`src/laser_ctrl_pkg.sv`:
```
// Package for the transmit laser disable and fault control block.
// Assumes one 20 MHz clock and a synchronous active-high reset.
package laser_ctrl_pkg;

   // Diagnostic space: device address, status byte and bit positions
   localparam logic [7:0] DIAG_DEV_ADDR = 8'ha2;
   localparam logic [7:0] STATUS_BYTE_ADDR = 8'h6e;
   localparam int unsigned TX_OFF_STATE_BIT = 7;
   localparam int unsigned TX_OFF_SOFT_BIT = 6;
   localparam int unsigned TX_FAULT_BIT = 2;
   localparam int unsigned SIGNAL_LOST_BIT = 1;

   // Reset values
   localparam logic SOFT_OFF_RESET = 1'b0;
   localparam logic FAULT_LATCH_RESET = 1'b0;
   localparam logic SOFT_FAULT_EN_RESET = 1'b0;

   // Clock rate and clear-pulse filter time
   localparam int unsigned CLK_HZ = 20000000;
   localparam int unsigned OFF_MIN_NS = 100;
   localparam int unsigned OFF_MIN_CYC = (OFF_MIN_NS * (CLK_HZ / 1000000) + 999) / 1000;
   localparam logic [3:0] OFF_MIN_CNT = 4'(OFF_MIN_CYC);

   typedef enum logic [1:0] {
      ST_RUN = 2'b00,
      ST_OFF = 2'b01,
      ST_FAULT = 2'b11,
      ST_CLEAR = 2'b10
   } tx_state_e;

   // Fault sources seen by the control logic
   typedef struct packed {
      logic laser_fault;
      logic supply_low;
      logic soft_fault;
   } fault_src_s;

   // Host view of status
   typedef struct packed {
      logic tx_off_state;
      logic tx_fault;
      logic signal_lost;
   } status_s;

endpackage

```
`src/pin_sync.sv`:
```
// Two-flop synchroniser for a group of asynchronous pin levels.
// Assumes inputs are levels; only the second stage is read outside.
module pin_sync
   import laser_ctrl_pkg::*;
#(
   parameter int unsigned WIDTH = 1
) (
   // Clock and reset
   input wire logic ref_clk,
   input wire logic rst,
   // Pins
   input wire logic [WIDTH-1:0] async_in,
   output logic [WIDTH-1:0] sync_out
);

   typedef struct packed {
      logic [WIDTH-1:0] meta;
      logic [WIDTH-1:0] sync;
   } sync_state_s;

   sync_state_s state_q;
   sync_state_s state_d;

   always_comb begin
      state_d = state_q;
      state_d.meta = async_in;
      state_d.sync = state_q.meta;
   end

   always_ff @(posedge ref_clk) begin
      if (rst) begin
         state_q <= '0;
      end else begin
         state_q <= state_d;
      end
   end

   assign sync_out = state_q.sync;

endmodule // pin_sync

```
`src/laser_disable_fault_control.sv`:
```
// Transmit laser disable and fault control of a pluggable optical module.
// Assumes a host pull-up on the fault pin and a two-wire slave that
// decodes the diagnostic address and presents status byte accesses here.
module laser_disable_fault_control
   import laser_ctrl_pkg::*;
(
   // Clock and reset
   input wire logic ref_clk,
   input wire logic rst,
   // Module pins
   input wire logic laser_off_pin,
   input wire logic fault_pin_in,
   output logic fault_pin_out,
   output logic fault_pin_oe,
   // Analog monitors
   input wire logic laser_fault_det,
   input wire logic supply_low_det,
   input wire logic receive_signal_lost,
   input wire logic soft_fault_det,
   // Diagnostic status byte access
   input wire logic [7:0] diag_dev_addr,
   input wire logic [7:0] diag_byte_addr,
   input wire logic diag_wr,
   input wire logic [7:0] diag_wdata,
   input wire logic soft_fault_en,
   output logic [7:0] diag_rdata,
   output logic diag_hit,
   // Laser driver
   output logic laser_enable,
   output logic tx_fault_level,
   output status_s status
);

   typedef struct packed {
      tx_state_e st;
      logic fault_latch;
      logic soft_off;
      logic soft_fault_en;
      logic [3:0] off_cnt;
      logic laser_en;
      logic fault_out;
      logic [7:0] rdata;
   } ctrl_state_s;

   ctrl_state_s state_q;
   ctrl_state_s state_d;

   // Power-up state: laser off, no fault, hardware faults only
   localparam ctrl_state_s CTRL_RESET = '{
      st: ST_OFF,
      fault_latch: FAULT_LATCH_RESET,
      soft_off: SOFT_OFF_RESET,
      soft_fault_en: SOFT_FAULT_EN_RESET,
      off_cnt: 4'h0,
      laser_en: 1'b0,
      fault_out: 1'b0,
      rdata: 8'h00
   };

   logic [3:0] pins_s;
   logic off_pin_s;
   logic laser_fault_s;
   logic supply_low_s;
   logic lost_s;
   logic off_req;
   logic status_hit;
   fault_src_s src;
   logic hw_fault;
   logic fault_now;
   logic latch_next;
   logic in_clear;
   logic off_held;
   logic clear_done;
   logic run_ok;
   logic [7:0] status_byte;

   pin_sync #(
      .WIDTH(4)
   ) u_sync (
      .ref_clk(ref_clk),
      .rst(rst),
      .async_in({laser_off_pin, laser_fault_det, supply_low_det, receive_signal_lost}),
      .sync_out(pins_s)
   );

   assign off_pin_s = pins_s[3];
   assign laser_fault_s = pins_s[2];
   assign supply_low_s = pins_s[1];
   assign lost_s = pins_s[0];

   // Only the status byte address on the diagnostic device answers
   assign status_hit = (diag_dev_addr == DIAG_DEV_ADDR) && (diag_byte_addr == STATUS_BYTE_ADDR);

   assign off_req = off_pin_s | state_q.soft_off;

   always_comb begin
      src.laser_fault = laser_fault_s;
      src.supply_low = supply_low_s;
      src.soft_fault = soft_fault_det & state_q.soft_fault_en;
   end

   assign hw_fault = src.laser_fault | src.soft_fault;

   // Fault latch: a new fault wins over the clear
   assign latch_next = hw_fault | (state_q.fault_latch & !in_clear);
   assign fault_now = latch_next | src.supply_low;

   // Clear sequence helpers
   assign in_clear = (state_q.st == ST_CLEAR);
   assign off_held = (state_q.off_cnt == OFF_MIN_CNT);
   assign clear_done = off_held && !off_pin_s;

   // Laser may run only with no request and no fault of any kind
   assign run_ok = !src.supply_low && !hw_fault && !off_req;

   // Status byte image, fault bit in step with the fault pin
   always_comb begin
      status_byte = 8'h00;
      status_byte[TX_OFF_STATE_BIT] = !state_q.laser_en && off_req;
      status_byte[TX_OFF_SOFT_BIT] = state_q.soft_off;
      status_byte[TX_FAULT_BIT] = fault_now;
      status_byte[SIGNAL_LOST_BIT] = lost_s;
   end

   always_comb begin
      state_d = state_q;

      // Serial laser-off control
      if (diag_wr && status_hit) begin
         state_d.soft_off = diag_wdata[TX_OFF_SOFT_BIT];
      end
      state_d.soft_fault_en = soft_fault_en;
      state_d.fault_latch = latch_next;

      case (state_q.st)
         ST_RUN: begin
            state_d.off_cnt = '0;
            if (hw_fault) begin
               state_d.st = ST_FAULT;
            end else if (off_req) begin
               state_d.st = ST_OFF;
            end
         end

         ST_OFF: begin
            state_d.off_cnt = '0;
            if (hw_fault) begin
               state_d.st = ST_FAULT;
            end else if (!off_req) begin
               state_d.st = ST_RUN;
            end
         end

         ST_FAULT: begin
            state_d.off_cnt = '0;
            if (off_pin_s) begin
               state_d.st = ST_CLEAR;
            end
         end

         ST_CLEAR: begin
            if (!off_held) begin
               state_d.off_cnt = state_q.off_cnt + 4'h1;
            end
            if (hw_fault) begin
               state_d.st = ST_FAULT;
            end else if (clear_done) begin
               state_d.st = state_q.soft_off ? ST_OFF : ST_RUN;
            end
         end

         default: begin
            state_d.off_cnt = '0;
            state_d.st = ST_OFF;
         end
      endcase

      // Registered outputs
      state_d.laser_en = (state_d.st == ST_RUN) && run_ok;
      state_d.fault_out = fault_now;
      state_d.rdata = status_byte;
   end

   always_ff @(posedge ref_clk) begin
      if (rst) begin
         state_q <= CTRL_RESET;
      end else begin
         state_q <= state_d;
      end
   end

   // Open collector: pull low when healthy, release on fault
   assign fault_pin_out = 1'b0;
   assign fault_pin_oe = !state_q.fault_out;

   // Laser driver and status
   assign laser_enable = state_q.laser_en;
   assign tx_fault_level = state_q.fault_out;
   assign diag_hit = status_hit;
   assign diag_rdata = status_hit ? state_q.rdata : 8'h00;
   assign status = '{
      tx_off_state: state_q.rdata[TX_OFF_STATE_BIT],
      tx_fault: state_q.fault_out,
      signal_lost: state_q.rdata[SIGNAL_LOST_BIT]
   };

endmodule // laser_disable_fault_control

```
`config.mk`:
```
export PLATFORM = sky130hd
export DESIGN_NAME = laser_disable_fault_control
export DESIGN_NICKNAME = d
export VERILOG_FILES = /design/src/laser_ctrl_pkg.sv /design/src/pin_sync.sv /design/src/laser_disable_fault_control.sv
export SDC_FILE = /design/constraint.sdc
export NUM_CORES = 1
export LEC_CHECK = 0
export BUFFER_PORTS_ARGS = -buffer_cell sky130_fd_sc_hd__buf_2
export CELL_PAD_IN_SITES_DETAIL_PLACEMENT = 1
export CELL_PAD_IN_SITES_GLOBAL_PLACEMENT = 1
export CORE_MARGIN = 4
export CORE_UTILIZATION = 33
export CTS_CLUSTER_SIZE = 40
export DETAILED_ROUTE_END_ITERATION = 7
export PLACE_DENSITY = 0.8
export SYNTH_ARGS = -nofsm -noshare
export SYNTH_HDL_FRONTEND = slang
export SYNTH_HIERARCHICAL = 1
export SYNTH_SLANG_ARGS = --single-unit
```
`constraint.sdc`:
```
create_clock -name ref_clk -period 2.6 [get_ports ref_clk]
set_clock_uncertainty 0.1 [all_clocks]
set_input_delay 0 -clock ref_clk [delete_from_list [all_inputs] [get_ports ref_clk]]
set_output_delay 0 -clock ref_clk [all_outputs]
set_load 0.03 [all_outputs]
```
* Word-level counts from Yosys, hierarchy flattened
Cells that the tools add are included.
Storage, ports and cells: bits in registers 27, bits of input ports 34, output and inout bits 16, word-level logic and storage cells 54
Cells by class: add/subtract/negate cells 1, equality and inequality tests 7, mux-type cells 12, bitwise gates (word level) 6, reductions and logical operators 17
Operator list (number):
- $mux W2 | 7
- $eq A8 B7 Y1 const B | 1
- $eq A8 B8 Y1 const B | 1
- $mux W8 | 1
- $pmux W2 S4 | 1
- $pmux W4 S2 | 1
- $logic_and A1 B1 Y1 | 7
- $logic_not A1 Y1 | 7
- $add A4 B1 Y4 const B | 1
- $eq A2 B2 Y1 const B | 2
- $eq A4 B2 Y1 const B | 1
- $logic_not A2 Y1 | 2
- $mux W4 | 1
- $or A1 B1 Y1 | 4
- $reduce_or A3 Y1 | 1
- $and A1 B1 Y1 | 2
- $eq A2 B1 Y1 const B | 1
- $ne A2 B2 Y1 const B | 1
- $mux W1 | 1

* Logic depth before layout (Yosys ltp)
word-level depth 7, depth in mapped cells 7, depth with buffers taken out 6

* Cells and area by module
Netlist, hierarchy kept.
By module, submodules not included:
- laser_disable_fault_control | times used 1, cells each 74, area an instance 689.4 µm², seq. area each 280.3 µm²
- pin_sync | times used 1, cells each 16, area an instance 210.2 µm², seq. area each 160.2 µm²

* Worst setup path after synthesis
OpenSTA, ideal clock, no wires.
kind reg-to-reg, start reg state_q[10] (netlist name), end reg state_q, in the netlist laser_enable, library setup time 0.061 ns, data arrival time 1.505 ns, required time 2.439 ns, path slack 0.934 ns, cell stages (with the launch flop) 7, path buffers 1, period minus slack after synthesis 1.666 ns, cell sequence dfxtp_1 > inv_1 > ha_1 > or3b_2 > clkbuf_1 > o31ai_1 > and4_1
Between the ends: word-level cells in the longest chain between the ends 7
RTL lines:
- from (decl) | RTL line laser_disable_fault_control.sv:45 | ctrl_state_s state_q;
- from (signal assigned) | RTL line laser_disable_fault_control.sv:188 | state_q <= state_d;
- $eq A4 B2 Y1 | RTL line laser_disable_fault_control.sv:110 | assign off_held = (state_q.off_cnt == OFF_MIN_CNT);
- $logic_and A1 B1 Y1 | RTL line laser_disable_fault_control.sv:111 | assign clear_done = off_held && !off_pin_s;
- $mux W2 | RTL line laser_disable_fault_control.sv:167 | end else if (clear_done) begin
- $mux W2 | RTL line laser_disable_fault_control.sv:165 | if (hw_fault) begin
- $pmux W2 S4 | RTL line laser_disable_fault_control.sv:135 | case (state_q.st)
- $logic_not A2 Y1 | RTL line laser_disable_fault_control.sv:179 | state_d.laser_en = (state_d.st == ST_RUN) && run_ok;
- $logic_and A1 B1 Y1 | RTL line laser_disable_fault_control.sv:179
No other way between the ends. A chain may end at the register's enable or synchronous reset.

* Worst setup path after layout
start reg state_q[11] (netlist name), end reg state_q[18] (netlist name)
Between the ends: word-level cells in the longest chain between the ends 5
RTL lines (RTL line):
- $eq A4 B2 Y1 | laser_disable_fault_control.sv:110
- $logic_and A1 B1 Y1 | laser_disable_fault_control.sv:111
- $mux W2 | laser_disable_fault_control.sv:167
- $mux W2 | laser_disable_fault_control.sv:165
- $pmux W2 S4 | laser_disable_fault_control.sv:135
No other way between the ends.

==> flow_summary.json <==
{
  "drcViolationCount": 0,
  "root_buffer": "clkbuf_4",
  "grt.overflow.total": 0,
  "rows": 18,
  "postRouteWirelength_um": 2120,
  "critPathSlowestCell": "dlygate4sd3_1",
  "numPortBuffers": 36,
  "grt_max_degree": 20,
  "cts_max_level": 1,
  "drtAntennaViolNets": 0,
  "fillers": 305,
  "wl_per_cell_um": 12.5,
  "power.leakage_nw": 0.601,
  "grt_pass1_wl_um": 3490,
  "path_delay_family": "buffers and inverters",
  "grtUsageTotal_pct": 13.2,
  "cts_buffer_depth": 2,
  "core_um2": 2540,
  "dieArea_um2": 3630,
  "drive_gt1_share_pct": 35.3,
  "crit-reg2reg-launch": "state_q[11]",
  "place.gp.congestion": 0.706,
  "yosysWarnings": 6,
  "grt_antenna_before_repair": 0,
  "layout_common_cells": "buf_2, dfxtp_1, dlygate4sd3_1",
  "netlist_instances": 90,
  "area_growth_syn_to_layout_pct": 39.1,
  "vias_per_cell": 4.56,
  "critical_path.cell_chain": "ha_1 -> or3b_2 -> o31ai_1 -> a21oi_1 -> dlygate4sd3_1",
  "period_minus_slack_ns": 2.26,
  "rsz0062_at_grt": "false",
  "start_util_pct": 35.3,
  "startpoint_type": "register",
  "worst-setup-path-type": "register to register",
  "cts_tree": "built",
  "path_buf_inv": 1,
  "worstPathArrival_ns": 2.36,
  "cts_buffers": 3,
  "clkSinkCount": 22,
  "layout_commonest_cell": "buf_2",
  "vias": 770,
  "yosysSeqAreaShare_pct": 49.0,
  "total_power_mw": 0.640,
  "setup.worst_path.start": "state_q[11]",
  "worstHoldEndpoint": "diag_hit",
  "r2r_slack_ns": 0.34,
  "drv_cap": 0,
  "r2r_end": "state_q[18]",
  "cts-resized-gates": 0,
  "yosysUniqueCellTypes": 29,
  "dpl.cell_count": 150,
  "setup_viol": 0,
  "clk_pin_slew_ns": 0.12,
  "endpoint_kind": "register",
  "ir_drop_mv": 0.334,
  "cp_max_fo": 6,
  "final_cells": 169,
  "io_pins": 50,
  "dpl.hpwl_um": 1530,
  "final-seq-area_um2": 440,
  "worst-endpoint-required_ns": 2.71,
  "max_freq_mhz": 443,
  "powerDensity_nw_per_um2": 512,
  "postSynthRegisterBits": 22,
  "worstHoldStart": "diag_dev_addr[4]",
  "status": "completed",
  "clkLatencyLatePin_ns": 0.31,
  "cp_slowest_stage_delay_ns": 0.58,
  "hp-class": "primary input to primary output",
  "grt_pass1_vias": 781,
  "syn_area_um2": 900,
  "die_h_um": 60.2,
  "post-route-period-util_pct": 86.8,
  "drtPass1Iterations": 4,
  "hold_violations": 0,
  "hold_depth": 4,
  "reg2regPathDepth": 5,
  "drtIter0Drc": 10,
  "die_w_um": 60.2,
  "syn_area_per_cell_um2": 10.0,
  "nets": 176,
  "slew_viol_final": 0,
  "n_antenna_cell": 0,
  "multi_input_area_um2": 392,
  "finalSetupTns_ns": 0
}
## tightest hold or removal path, cell delays in order
cell	delay, ns
buf_2	0.08
or4b_4	0.12
nor4_4	0.04
buf_2	0.17
## cell type report
type                    count  area share (%)
clock buffers               4            2.90
inverters                   4            1.20
repair buffers             51            26.4
multi-input cells          58            31.3
flip-flops and latches     22            35.2
well taps                  30            3.00
## report_power, final
part	internal, mW	switching (mW)	total, mW
Sequential	0.352	0.00849	0.360
Clock	0.0856	0.102	0.187
Combinational	0.0441	0.0485	0.0925
Total	0.481	0.159	0.640
## how the worst max path moves through the flow
stage | end | slack (ns) | cells after the start
floorplan | laser_enable | 0.93 | 6
global placement | laser_enable | 0.90 | 5
detailed placement | laser_enable | 0.88 | 5
CTS | state_q[18] | 0.37 | 6
global route | state_q[18] | 0.20 | 6
finish | state_q[18] | 0.34 | 5
## per-layer routing
| layer | wire (µm) | global-route usage, % | vias to the layer above | part of all wire, % |
|---|---|---|---|---|
| li1 | - | - | 382 | - |
| met5 | 0 | 0 | - | 0 |
| met2 | 1210 | 26.1 | 24 | 57 |
| met3 | 139 | 3.89 | 2 | 6.6 |
| met4 | 11 | 3.80 | 0 | 0.52 |
| met1 | 754 | 12.8 | 362 | 36 |
## synth_stat cells, drive strengths merged
master | number | area (µm²)
nand4bb | 2 | 22.5
inv | 4 | 15.0
nor2b | 12 | 75.1
nor3 | 1 | 5.00
dfxtp | 22 | 440
o31ai | 1 | 7.51
nand2 | 3 | 13.8
a21oi | 3 | 15.0
and2 | 4 | 30.0
or3b | 1 | 8.76
o21ai | 2 | 10.0
and4 | 1 | 8.76
ha | 2 | 25.0
nor2 | 9 | 33.8
a211oi | 1 | 7.51
or4b | 1 | 13.8
xnor2 | 1 | 8.76
xor2 | 2 | 17.5
conb | 1 | 3.75
nand4b | 1 | 8.76
or3 | 1 | 6.26
mux2 | 1 | 15.0
nand3 | 1 | 5.00
nor4 | 1 | 21.3
buf | 8 | 60.1
a22oi | 1 | 7.51
clkbuf | 2 | 7.51
a31oi | 1 | 6.26
## what timing repair did
action / 4_1_cts / 5_1_grt
hold endpoints to repair: 15 / 0
buffers inserted: 0 / 0
hold buffers: 15 / 0
## flip-flops by register name, summed over array words and instances (netlist names)
name             flops
laser_enable         1
u_sync/sync_out      4
state_d              1
state_q             10
status               2
u_sync/state_d       4
## cell families (layout without fill, tap and decap cells)
| group | count (synthesis) | count (layout) | synth area share, % |
|---|---|---|---|
| buf+inv | 14 | 59 | 9.18 |
| other cells | 1 | 5 | 0.417 |
| fa+ha+maj | 2 | 2 | 2.78 |
| xor+xnor | 3 | 3 | 2.92 |
| mux | 1 | 1 | 1.67 |
| simple gates | 38 | 38 | 28.1 |
| compound gates | 9 | 9 | 5.98 |
| flops | 22 | 22 | 49.0 |
## metrics by stage
step	worst slack (ns)	instance area (µm²)	utilization, %	hold WS (ns)
global placement	0.905	1060	41.8	0.107
global route	0.202	1250	49.2	0.331
CTS	0.369	1250	49.2	0.313
finish	0.342	1250	49.2	0.311
floorplan	0.934	915	-	-0.0284
detailed placement	0.884	1060	41.8	0.118
No activity file was read; power rests on OpenSTA's default activity.
